--- src/include/umsi_pkg.sv ---
// constants for the modem status / interrupt identification logic of one uart channel
// assumes an 8-bit host bus with a 3-bit register address and one device clock
package umsi_pkg;

	// register addresses on the host bus (read side and write side)
	localparam logic [2:0] ADDR_IRQ_ENABLE_MASK = 3'h1;
	localparam logic [2:0] ADDR_IRQ_SOURCE_IDENT = 3'h2;
	localparam logic [2:0] ADDR_MODEM_LINE_STATE = 3'h6;

	// values after reset
	localparam logic [7:0] IRQ_ENABLE_MASK_RESET = 8'h00;
	localparam logic [7:0] READ_DATA_RESET = 8'h00;

	// enable mask field positions
	localparam int IEN_RX_DATA = 0;
	localparam int IEN_TX_HOLD = 1;
	localparam int IEN_RX_LINE = 2;
	localparam int IEN_MODEM = 3;
	localparam int IEN_SLEEP = 4;
	localparam int IEN_XOFF = 5;
	localparam int IEN_RTS = 6;
	localparam int IEN_CTS = 7;
	// lowest bit of the nibble that only takes writes with enhanced functions on
	localparam int IEN_ENH_LSB = 4;

	// modem line control bit positions
	localparam int MLC_DTR = 0;
	localparam int MLC_RTS = 1;
	localparam int MLC_FIFO_RDY = 2;
	localparam int MLC_IRQ_OP = 3;
	localparam int MLC_LOOPBACK = 4;

	// modem line indices inside the 4-bit status/delta groups
	localparam int LINE_CTS = 0;
	localparam int LINE_DSR = 1;
	localparam int LINE_RI = 2;
	localparam int LINE_CD = 3;

	// identification codes for bits 5..0, highest priority first
	localparam logic [5:0] IDENT_RX_LINE = 6'h06;
	localparam logic [5:0] IDENT_RX_TIMEOUT = 6'h0c;
	localparam logic [5:0] IDENT_RX_DATA = 6'h04;
	localparam logic [5:0] IDENT_TX_HOLD = 6'h02;
	localparam logic [5:0] IDENT_MODEM = 6'h00;
	localparam logic [5:0] IDENT_XOFF = 6'h10;
	localparam logic [5:0] IDENT_CTS_RTS = 6'h20;
	localparam logic [5:0] IDENT_NONE = 6'h01;

endpackage

--- src/umsi_line_delta.sv ---
// one modem line: holds the previous level of its source and a sticky change flag
// assumes the source is already active high and synchronous to clock_in
`timescale 1ns/1ns
`default_nettype none

module umsi_line_delta #(
	parameter bit RISE_ONLY = 1'b0
) (
	input wire logic clock_in,
	input wire logic rst_n_in,
	input wire logic level_in,
	input wire logic clear_in,
	output logic delta_out
);

	logic prev;
	logic next_prev;
	logic next_delta;
	logic change;

	// a change seen in the clearing cycle survives the clear
	always_comb begin
		next_prev = level_in;
		change = RISE_ONLY ? (level_in & ~prev) : (level_in ^ prev);
		next_delta = change | (delta_out & ~clear_in);
	end

	always_ff @(posedge clock_in or negedge rst_n_in) begin
		if (!rst_n_in) begin
			prev <= 1'b0;
			delta_out <= 1'b0;
		end else begin
			prev <= next_prev;
			delta_out <= next_delta;
		end
	end

endmodule

`default_nettype wire

--- src/umsi_top.sv ---
// modem status, interrupt enable mask and interrupt identification for one uart channel
// assumes host strobes and modem pins are synchronous to clock_in; fifo, serial
// engine and flow control sit outside and report their conditions on plain inputs
`timescale 1ns/1ns
`default_nettype none

// How it works
// - status bits are inverted active-low modem pins
// - loop-back takes status from control bits 3,2,0,1
// - cd/dsr/cts deltas set on change, clear on read
// - ring delta sets only on low-to-high
// - each enable bit but bit 4 gates its own source; bit 0 gates both rx data and rx timeout
// - enable and sleep bits reset to zero
// - enable bit 4 drives sleep mode
// - upper enable nibble writable only with enhanced functions
// - re-enabling transmit holding raises nothing new
// - interrupt output active for any enabled pending source
// - identification register is read-only, writes ignored
// - identification bits 7:6 mirror fifo enable
// - identification bit 0 low when interrupt pending
// - bit 4 flags xoff or special character
// - bit 5 flags cts/rts rise, lowest priority
// - bits 3:1 encode the selected source
// - receiver line status is top priority, 000110
// - levels two to five use their fixed codes
// - control bit 4 selects internal loop-back
module umsi_top (
	input wire logic clock_in,
	input wire logic nrst_in,
	// host bus, active-low strobes
	input wire logic chip_sel_n_in,
	input wire logic rd_n_in,
	input wire logic wr_n_in,
	input wire logic [2:0] addr_in,
	input wire logic [7:0] data_in,
	output logic [7:0] data_out,
	output logic data_oe_n_out,
	// active-low modem pins
	input wire logic cd_n_in,
	input wire logic ri_n_in,
	input wire logic dsr_n_in,
	input wire logic cts_n_in,
	input wire logic rts_n_in,
	// settings held by neighbouring registers
	input wire logic [4:0] modem_line_control_in,
	input wire logic enhanced_func_en_in,
	input wire logic fifo_enable_in,
	// conditions from the receive and transmit paths
	input wire logic rx_line_error_in,
	input wire logic rx_timeout_in,
	input wire logic rx_data_ready_in,
	input wire logic tx_below_thresh_in,
	input wire logic tx_hold_write_in,
	input wire logic xoff_detect_in,
	// outputs
	output logic irq_out,
	output logic sleep_out
);

	// reset release through two flops; the first is read only by the second
	logic rst_meta;
	logic rst_n;

	always_ff @(posedge clock_in or negedge nrst_in) begin
		if (!nrst_in) begin
			rst_meta <= 1'b0;
			rst_n <= 1'b0;
		end else begin
			rst_meta <= 1'b1;
			rst_n <= rst_meta;
		end
	end

	// bus strobe edges: one access per strobe, so a long read clears the deltas once
	logic rd_level;
	logic wr_level;
	logic rd_prev;
	logic wr_prev;
	logic rd_take;
	logic wr_take;

	assign rd_level = ~chip_sel_n_in & ~rd_n_in;
	assign wr_level = ~chip_sel_n_in & ~wr_n_in;
	assign rd_take = rd_level & ~rd_prev;
	assign wr_take = wr_level & ~wr_prev;

	always_ff @(posedge clock_in or negedge rst_n) begin
		if (!rst_n) begin
			rd_prev <= 1'b0;
			wr_prev <= 1'b0;
		end else begin
			rd_prev <= rd_level;
			wr_prev <= wr_level;
		end
	end

	// modem line sources, active high
	logic loopback;
	logic [3:0] line_level;
	logic [3:0] line_delta;
	logic status_read;

	assign loopback = modem_line_control_in[umsi_pkg::MLC_LOOPBACK];
	assign status_read = rd_take & (addr_in == umsi_pkg::ADDR_MODEM_LINE_STATE);

	// loop-back swaps the pins for the control bits
	always_comb begin
		if (loopback) begin
			line_level[umsi_pkg::LINE_CD] = modem_line_control_in[umsi_pkg::MLC_IRQ_OP];
			line_level[umsi_pkg::LINE_RI] = modem_line_control_in[umsi_pkg::MLC_FIFO_RDY];
			line_level[umsi_pkg::LINE_DSR] = modem_line_control_in[umsi_pkg::MLC_DTR];
			line_level[umsi_pkg::LINE_CTS] = modem_line_control_in[umsi_pkg::MLC_RTS];
		end else begin
			line_level[umsi_pkg::LINE_CD] = ~cd_n_in;
			line_level[umsi_pkg::LINE_RI] = ~ri_n_in;
			line_level[umsi_pkg::LINE_DSR] = ~dsr_n_in;
			line_level[umsi_pkg::LINE_CTS] = ~cts_n_in;
		end
	end

	// one delta tracker per line; ring only counts rising edges of its source
	genvar gi;
	generate
		for (gi = 0; gi < 4; gi++) begin : g_line
			umsi_line_delta #(
				.RISE_ONLY(gi == umsi_pkg::LINE_RI)
			) u_delta (
				.clock_in(clock_in),
				.rst_n_in(rst_n),
				.level_in(line_level[gi]),
				.clear_in(status_read),
				.delta_out(line_delta[gi])
			);
		end
	endgenerate

	// enable mask and sleep bit
	logic [7:0] irq_enable_mask;
	logic [7:0] next_irq_enable_mask;
	logic mask_write;

	assign mask_write = wr_take & (addr_in == umsi_pkg::ADDR_IRQ_ENABLE_MASK);

	// upper nibble frozen unless enhanced functions are on
	always_comb begin
		next_irq_enable_mask = irq_enable_mask;
		if (mask_write) begin
			next_irq_enable_mask[3:0] = data_in[3:0];
			if (enhanced_func_en_in) begin
				next_irq_enable_mask[7:4] = data_in[7:4];
			end
		end
	end

	always_ff @(posedge clock_in or negedge rst_n) begin
		if (!rst_n) begin
			irq_enable_mask <= umsi_pkg::IRQ_ENABLE_MASK_RESET;
		end else begin
			irq_enable_mask <= next_irq_enable_mask;
		end
	end

	// sticky event sources: transmit holding, xoff and cts/rts rise
	logic tx_pend;
	logic xoff_pend;
	logic [1:0] ctsrts_pend;
	logic [1:0] ctsrts_mask;
	logic next_tx_pend;
	logic next_xoff_pend;
	logic [1:0] next_ctsrts_pend;
	logic cts_n_prev;
	logic rts_n_prev;
	logic tx_below_prev;
	logic xoff_prev;
	logic ident_read;
	logic [5:0] ident_code;

	assign ident_read = rd_take & (addr_in == umsi_pkg::ADDR_IRQ_SOURCE_IDENT);
	assign ctsrts_mask = {irq_enable_mask[umsi_pkg::IEN_RTS],
		irq_enable_mask[umsi_pkg::IEN_CTS]};

	// tx interrupt follows the fall below threshold, not the level, so toggling
	// the enable bit cannot invent a fresh one; a read that reports a source
	// retires it, but a new event in the same cycle wins
	always_comb begin
		next_tx_pend = tx_pend;
		if (ident_read && (ident_code == umsi_pkg::IDENT_TX_HOLD)) begin
			next_tx_pend = 1'b0;
		end
		if (tx_hold_write_in) begin
			next_tx_pend = 1'b0;
		end
		if (tx_below_thresh_in && !tx_below_prev) begin
			next_tx_pend = 1'b1;
		end
		next_xoff_pend = xoff_pend;
		if (ident_read && (ident_code == umsi_pkg::IDENT_XOFF)) begin
			next_xoff_pend = 1'b0;
		end
		if (xoff_detect_in && !xoff_prev) begin
			next_xoff_pend = 1'b1;
		end
		// bit 0 cts rise, bit 1 rts rise; a report retires only the enabled ones
		next_ctsrts_pend = ctsrts_pend;
		if (ident_read && (ident_code == umsi_pkg::IDENT_CTS_RTS)) begin
			next_ctsrts_pend = ctsrts_pend & ~ctsrts_mask;
		end
		if (cts_n_in && !cts_n_prev) begin
			next_ctsrts_pend[0] = 1'b1;
		end
		if (rts_n_in && !rts_n_prev) begin
			next_ctsrts_pend[1] = 1'b1;
		end
	end

	// pin history starts inactive high so reset itself is no edge
	always_ff @(posedge clock_in or negedge rst_n) begin
		if (!rst_n) begin
			tx_pend <= 1'b0;
			xoff_pend <= 1'b0;
			ctsrts_pend <= 2'b00;
			cts_n_prev <= 1'b1;
			rts_n_prev <= 1'b1;
			tx_below_prev <= 1'b0;
			xoff_prev <= 1'b0;
		end else begin
			tx_pend <= next_tx_pend;
			xoff_pend <= next_xoff_pend;
			ctsrts_pend <= next_ctsrts_pend;
			cts_n_prev <= cts_n_in;
			rts_n_prev <= rts_n_in;
			tx_below_prev <= tx_below_thresh_in;
			xoff_prev <= xoff_detect_in;
		end
	end

	// enabled sources and priority selection
	logic en_rx_line;
	logic en_rx_timeout;
	logic en_rx_data;
	logic en_tx_hold;
	logic en_modem;
	logic en_xoff;
	logic en_ctsrts;
	logic any_pending;

	always_comb begin
		en_rx_line = rx_line_error_in & irq_enable_mask[umsi_pkg::IEN_RX_LINE];
		en_rx_timeout = rx_timeout_in & irq_enable_mask[umsi_pkg::IEN_RX_DATA];
		en_rx_data = rx_data_ready_in & irq_enable_mask[umsi_pkg::IEN_RX_DATA];
		en_tx_hold = tx_pend & irq_enable_mask[umsi_pkg::IEN_TX_HOLD];
		en_modem = (|line_delta) & irq_enable_mask[umsi_pkg::IEN_MODEM];
		en_xoff = xoff_pend & irq_enable_mask[umsi_pkg::IEN_XOFF];
		en_ctsrts = |(ctsrts_pend & ctsrts_mask);
	end

	// one source at a time, highest first; the next shows once it clears
	always_comb begin
		any_pending = 1'b1;
		if (en_rx_line) begin
			ident_code = umsi_pkg::IDENT_RX_LINE;
		end else if (en_rx_timeout) begin
			ident_code = umsi_pkg::IDENT_RX_TIMEOUT;
		end else if (en_rx_data) begin
			ident_code = umsi_pkg::IDENT_RX_DATA;
		end else if (en_tx_hold) begin
			ident_code = umsi_pkg::IDENT_TX_HOLD;
		end else if (en_modem) begin
			ident_code = umsi_pkg::IDENT_MODEM;
		end else if (en_xoff) begin
			ident_code = umsi_pkg::IDENT_XOFF;
		end else if (en_ctsrts) begin
			ident_code = umsi_pkg::IDENT_CTS_RTS;
		end else begin
			ident_code = umsi_pkg::IDENT_NONE;
			any_pending = 1'b0;
		end
	end

	// read data mux; reads are captured at the strobe edge and held for the host
	logic [7:0] next_data;
	logic [7:0] line_state_view;
	logic [7:0] ident_view;
	logic next_oe_n;
	logic next_irq;
	logic next_sleep;

	assign line_state_view = {line_level[umsi_pkg::LINE_CD], line_level[umsi_pkg::LINE_RI],
		line_level[umsi_pkg::LINE_DSR], line_level[umsi_pkg::LINE_CTS],
		line_delta[umsi_pkg::LINE_CD], line_delta[umsi_pkg::LINE_RI],
		line_delta[umsi_pkg::LINE_DSR], line_delta[umsi_pkg::LINE_CTS]};
	assign ident_view = {fifo_enable_in, fifo_enable_in, ident_code};

	// writes to the identification address fall through untouched
	always_comb begin
		next_data = data_out;
		if (rd_take) begin
			case (addr_in)
				umsi_pkg::ADDR_IRQ_ENABLE_MASK: next_data = irq_enable_mask;
				umsi_pkg::ADDR_IRQ_SOURCE_IDENT: next_data = ident_view;
				umsi_pkg::ADDR_MODEM_LINE_STATE: next_data = line_state_view;
				default: next_data = umsi_pkg::READ_DATA_RESET;
			endcase
		end
		next_oe_n = ~rd_level;
		next_irq = any_pending;
		next_sleep = irq_enable_mask[umsi_pkg::IEN_SLEEP];
	end

	always_ff @(posedge clock_in or negedge rst_n) begin
		if (!rst_n) begin
			data_out <= umsi_pkg::READ_DATA_RESET;
			data_oe_n_out <= 1'b1;
			irq_out <= 1'b0;
			sleep_out <= 1'b0;
		end else begin
			data_out <= next_data;
			data_oe_n_out <= next_oe_n;
			irq_out <= next_irq;
			sleep_out <= next_sleep;
		end
	end

endmodule

`default_nettype wire

--- config.mk ---
export PLATFORM = sky130hd
export DESIGN_NAME = umsi_top
export DESIGN_NICKNAME = d
export VERILOG_FILES = /design/src/include/umsi_pkg.sv /design/src/umsi_line_delta.sv /design/src/umsi_top.sv
export SDC_FILE = /design/constraint.sdc
export NUM_CORES = 1
export LEC_CHECK = 0
export BUFFER_PORTS_ARGS = -buffer_cell sky130_fd_sc_hd__clkbuf_2
export CORE_MARGIN = 10
export CORE_UTILIZATION = 39
export CTS_CLUSTER_DIAMETER = 200
export DETAILED_ROUTE_END_ITERATION = 8
export GPL_ROUTABILITY_DRIVEN = 1
export PLACE_DENSITY_LB_ADDON = 0.25
export SETUP_SLACK_MARGIN = 0.4
export SYNTH_ARGS = -nofsm -noshare
export SYNTH_HDL_FRONTEND = slang
export SYNTH_SLANG_ARGS = --single-unit
--- constraint.sdc ---
create_clock -name clock_in -period 2.5 [get_ports clock_in]
set_input_delay 0.375 -clock clock_in [delete_from_list [all_inputs] [get_ports clock_in]]
set_output_delay 0.375 -clock clock_in [all_outputs]
set_load 0.02 [all_outputs]
== Word level (Yosys, flattened, before mapping) ==
Cells that the tools add are included.
Widths: inputs -> output; s select.

* $add $sub $neg: 0
* Multiply operators: 0
* Divide/modulo/power cells: 0
* $lt $le $gt $ge: 0
* Eq/ne operators: 6
* Shift operators: 0
* Multiplexer cells: 24
* Bitwise gates (word level): 40
* Reductions and logical operators: 18

{| class="wikitable"
|+ Operator list
! kind !! count
|-
| $mux 6 || 7
|-
| $pmux 8 s3 || 1
|-
| $and 1x1->1 || 18
|-
| $mux 1 || 14
|-
| $not 1->1 || 12
|-
| $logic_and 1x1->1 || 7
|-
| $eq 6x2->1 const B || 1
|-
| $eq 6x5->1 const B || 1
|-
| $eq 6x6->1 const B || 1
|-
| $reduce_bool 2->1 || 3
|-
| $and 2x2->2 || 2
|-
| $logic_not 1->1 || 4
|-
| $mux 4 || 1
|-
| $or 1x1->1 || 4
|-
| $reduce_or 4->1 || 1
|-
| $eq 3x1->1 const B || 1
|-
| $eq 3x2->1 const B || 1
|-
| $eq 3x3->1 const B || 1
|-
| $reduce_bool 3->1 || 1
|-
| $xor 1x1->1 || 3
|-
| $mux 2 || 1
|-
| $not 2->2 || 1
|-
| $reduce_and 2->1 || 1
|-
| $reduce_or 2->1 || 1
|}

* Register bits: 39
* Latch bits: 0
* RAM bits: 0
* Memory bits (read-only): 0
* Output and inout bits: 11
* Logic and storage cells: 114
* Memories: 0

== Logic depth before layout (Yosys ltp) ==
* Depth after elaboration: 14
* Mapped depth: 6
* Mapped depth without buffers: 4

== Hierarchy ==
From an unflattened synthesis, not the netlist that was laid out.

* Cells, all modules: 145
* Area total of the unflattened synthesis: 1690.4 sq um

{| class="wikitable"
|+ Modules (own cells, without submodules)
! module !! instances !! cells an instance !! area each (sq um)
|-
| umsi_top || 1 || 125 || 1417.6
|-
| umsi_line_delta (g_line[0].u_delta ...) || 3 || 5 || 67.6
|-
| umsi_line_delta (g_line[2].u_delta) || 1 || 5 || 70.1
|}

== Least setup slack after synthesis ==
OpenSTA, ideal clock, no wires.

* Path type: register to register
* From: register g_line[1].u_delta.delta_out
* To: register ctsrts_pend[0]
* Library setup time: 0.126 ns
* Arrival time: 1.493 ns
* Path slack: 0.881 ns
* Stages on the path, launching flop included: 5
* Path buffers: 0
* Cells stage by stage: dfrtp_1 > or4_4 > a22oi_4 > nand4_2 > a221o_1

* Longest elaborated chain between the ends: 10

{| class="wikitable"
|+ RTL lines
! element !! RTL line !! source
|-
| start: declaration || umsi_line_delta.sv:13 || <nowiki>output logic delta_out</nowiki>
|-
| start signal: assignment || umsi_line_delta.sv:34 || <nowiki>delta_out <= next_delta;</nowiki>
|-
| $reduce_or 4->1 || umsi_top.sv:252 || <nowiki>en_modem = (|line_delta) & irq_enable_mask[umsi_pkg::IEN_MODEM];</nowiki>
|-
| $and 1x1->1 || umsi_top.sv:252 ||
|-
| $mux 6 || umsi_top.sv:268 || <nowiki>end else if (en_modem) begin</nowiki>
|-
| $mux 6 || umsi_top.sv:266 || <nowiki>end else if (en_tx_hold) begin</nowiki>
|-
| $mux 6 || umsi_top.sv:264 || <nowiki>end else if (en_rx_data) begin</nowiki>
|-
| $mux 6 || umsi_top.sv:262 || <nowiki>end else if (en_rx_timeout) begin</nowiki>
|-
| $mux 6 || umsi_top.sv:260 || <nowiki>if (en_rx_line) begin</nowiki>
|-
| $eq 6x6->1 || umsi_top.sv:205 || <nowiki>if (ident_read && (ident_code == umsi_pkg::IDENT_CTS_RTS)) begin</nowiki>
|-
| $logic_and 1x1->1 || umsi_top.sv:205 ||
|-
| $reduce_bool 2->1 (no line) || -- ||
|-
| end signal: assignment || umsi_top.sv:229 || <nowiki>ctsrts_pend <= next_ctsrts_pend;</nowiki>
|-
| end: declaration || umsi_top.sv:166 || <nowiki>logic [1:0] ctsrts_pend;</nowiki>
|}

Every way passes these cells.
A chain may end at the register's enable or synchronous reset.

== Worst setup path after layout ==
* From: register rd_prev
* To: register ctsrts_pend[1]

* Longest elaborated chain between the ends: 5

{| class="wikitable"
|+ RTL lines
! element !! RTL line !! source
|-
| start: declaration || umsi_top.sv:77 || <nowiki>logic rd_prev;</nowiki>
|-
| start signal: assignment || umsi_top.sv:92 || <nowiki>rd_prev <= rd_level;</nowiki>
|-
| $not 1->1 || umsi_top.sv:84 || <nowiki>assign rd_take = rd_level & ~rd_prev;</nowiki>
|-
| $and 1x1->1 || umsi_top.sv:84 ||
|-
| $and 1x1->1 || umsi_top.sv:178 || <nowiki>assign ident_read = rd_take & (addr_in == umsi_pkg::ADDR_IRQ_SOURCE_IDENT);</nowiki>
|-
| $logic_and 1x1->1 || umsi_top.sv:205 ||
|-
| $reduce_bool 2->1 (no line) || -- ||
|}

Every way passes these cells.

==> results.cfg <==
[yosys]
synth-seq-area-share_pct = 57.8
synth_nets = 180
synth_largest_area_cell = dfrtp_1
synth_area_sq_um = 1690
ys.flop_type = dfrtp_1
yosysWarnings = 0
avgSynthCellArea_sq_um = 11.6
synth-edff-count = 0
yosys.area.top_type_share_pct = 53.2
ys_ff_latch = 39
ys_types = 43
netlist_top_cells_area = dfrtp_1 53%, mux2_1 5.3%, dfstp_2 4.7%
synthArstFlopShare_pct = 100
synthCells = 146

[pwr]
peakVddDrop_v = 0.000387
power_density_nw_per_um2 = 745
p_leak_nw = 1.04

[critical_path]
worst_setup_path_start_kind = flop
startpoint = rd_prev
reg2reg_slack_ps = 690
r2r_start = rd_prev
endpoint_kind = flop
path_class = flop to flop
crit_required_ps = 2670
r2r-end = ctsrts_pend[1]
critPathArrivalTime_ps = 1980
cp_max_fo = 12
reg2regPathDepth = 4

[place]
gp_congestion = 0.846
place_area_sq_um = 1980
numPortBuffers = 44
dp_hpwl_mm = 3.38

[flow_run]
maxCapViolCount = 0

[global_routing]
antenna_found_initial = 0
grt_pass1_vias = 1417
grt_pass1_wl_mm = 6.89
grt_usage_pct = 11.8
grt_max_degree = 23
overflow = 0

[finish]
fin_area_sq_um = 2100
n_fill_cell = 395
syn_to_final_growth_pct = 24.2
antenna_cells = 0
nNetsFinal = 230
layout-drive-gt1-share_pct = 32.5

[die]
num_rows = 23
die_height_microns = 85.9
dieArea_sq_um = 7380
die_w_microns = 85.9
io_pins = 45
start_util_pct = 41.2
core_area_sq_um = 4120

[hold_path]
holdPathStages = 1
hold_end = rts_n_prev
hp-class = input pin to flop
min-delay-start = rts_n_in

[cts]
cts.sinks = 39
cts_buffers = 5
cts_root_buffer = clkbuf_8
path_clk_slew_ps = 80
clockBufferDepth = 2
cts_setup_buffers = 0
htreeDepth = 2
cts_tree = built
insertion_delay_ps = 290

[drt]
vias = 1317
routed_wl_mm = 4.26
wire_per_inst_microns = 17.2
drc = 0
drt_iter0_markers = 105
dr.pass1.iters = 4
ant_nets = 0
post_drt_via_cell_ratio = 5.33

[timing]
finalMaxSlewViolations = 0
skew_ps = 8.43
fmax_ghz = 0.553
final-setup-viol-count = 0
slew_headroom_pct = 55.6
fin_crit_sh_pct = 72.4
rsz0062_at_grt = no
hold_violations = 0
worstMarginPinSlew_ps = 667
period_needed_ps = 1810
setup_tns_ps = 0

[run_status]
outcome = completed
==> worst max-delay path by stage <==
stage,endpoint,slack [ps]
after CTS,ctsrts_pend[1],690
final,ctsrts_pend[1],690
after global placement,ctsrts_pend[0],580
after global routing,ctsrts_pend[1],550
after detailed placement,ctsrts_pend[0],530
after floorplan,ctsrts_pend[0],880
==> routing by layer <==
layer,wire length (microns),share of wire (%),global-route usage (%),vias to the layer above
met2,2150,50,19.3,44
met4,61,1.4,4.64,0
met3,299,7.0,5.01,6
li1,-,-,-,618
met5,0,0,0,-
met1,1750,41,13.3,649
==> through the flow <==
step                      worst slack, ps  std cells  hold WS (ps)  total power (W)  utilization [%]
after floorplan                       881        146          79.4         0.000927                -
after global placement                576        238           162          0.00103             48.0
after detailed placement              526        238           165          0.00104             48.0
after CTS                             685        247           175          0.00158             51.1
after global routing                  549        247           162          0.00165             51.1
final                                 691        247           180          0.00157             51.1
==> state kept, by name, summed over array words and instances (netlist names), 2 cells and up <==
register                  flops
ctsrts_pend                   2
g_line.u_delta.prev           4
irq_enable_mask               8
data_out                      8
g_line.u_delta.delta_out      4
==> area by class of cell <==
type	count	area, sq um	area share [%]
Sequential cell	39	980	46.6
Timing Repair Buffer	47	245	11.7
Clock buffer	6	82.6	3.93
Multi-Input combinational cell	91	653	31.1
Tap cell	50	62.6	2.97
Inverter	12	45.0	2.14
Clock inverter	2	35.0	1.67
==> worst max-delay path, stage by stage (launching register included) <==
cell	delay, ps
dfrtp_1	390
or3_1	520
nor3_4	290
nand4_2	150
a221o_1	340
==> synth_stat cells, types with 4 or more instances <==
master   instances
mux2_1           8
a221o_1          4
nor2b_1          4
dfrtp_1         36
inv_1           12
nor2_1           5
mux2i_1          4
o21ai_1          4
nand2_1         15
==> repair_timing <==
| action | CTS | global route |
|---|---|---|
| hold buffers | 1 | 0 |
| endpoints found under the hold margin | 2 | 0 |
| endpoints found under the setup margin | 0 | 0 |
| resized for setup | 0 | 0 |
==> report_power, final <==
group          internal (W)  total [W]  switching [W]
registers          0.000701   0.000767      0.0000659
logic              0.000112   0.000258       0.000146
clock network      0.000323   0.000543       0.000220
total               0.00114    0.00157       0.000431
==> placed cells by master, fill, tap and decap left out, types with 3 or more instances in the layout <==
master,count
a221o_1,4
a21oi_1,3
nor3_1,3
o21ai_1,4
dfstp_2,3
xnor2_1,3
mux2_1,8
a22oi_1,3
clkbuf_2,44
clkbuf_8,6
nand3_1,3
a221oi_1,3
nand2_1,15
nor2b_1,4
inv_1,12
mux2i_1,4
nor2_1,5
dfrtp_1,36
==> cells by family (layout without fill, tap and decap cells) <==
| logic type | count (synthesis) | after routing | share of synthesized area, % |
|---|---|---|---|
| AOI/OAI and AO/OA | 31 | 31 | 14.6 |
| xor gates and xnor gates | 3 | 3 | 1.55 |
| buffers and inverters | 16 | 67 | 3.62 |
| DFF | 39 | 39 | 57.8 |
| muxes | 12 | 12 | 7.68 |
| other | 1 | 1 | 0.221 |
| and+or+nand+nor | 44 | 44 | 14.5 |
(Power assumes the default switching activity.)
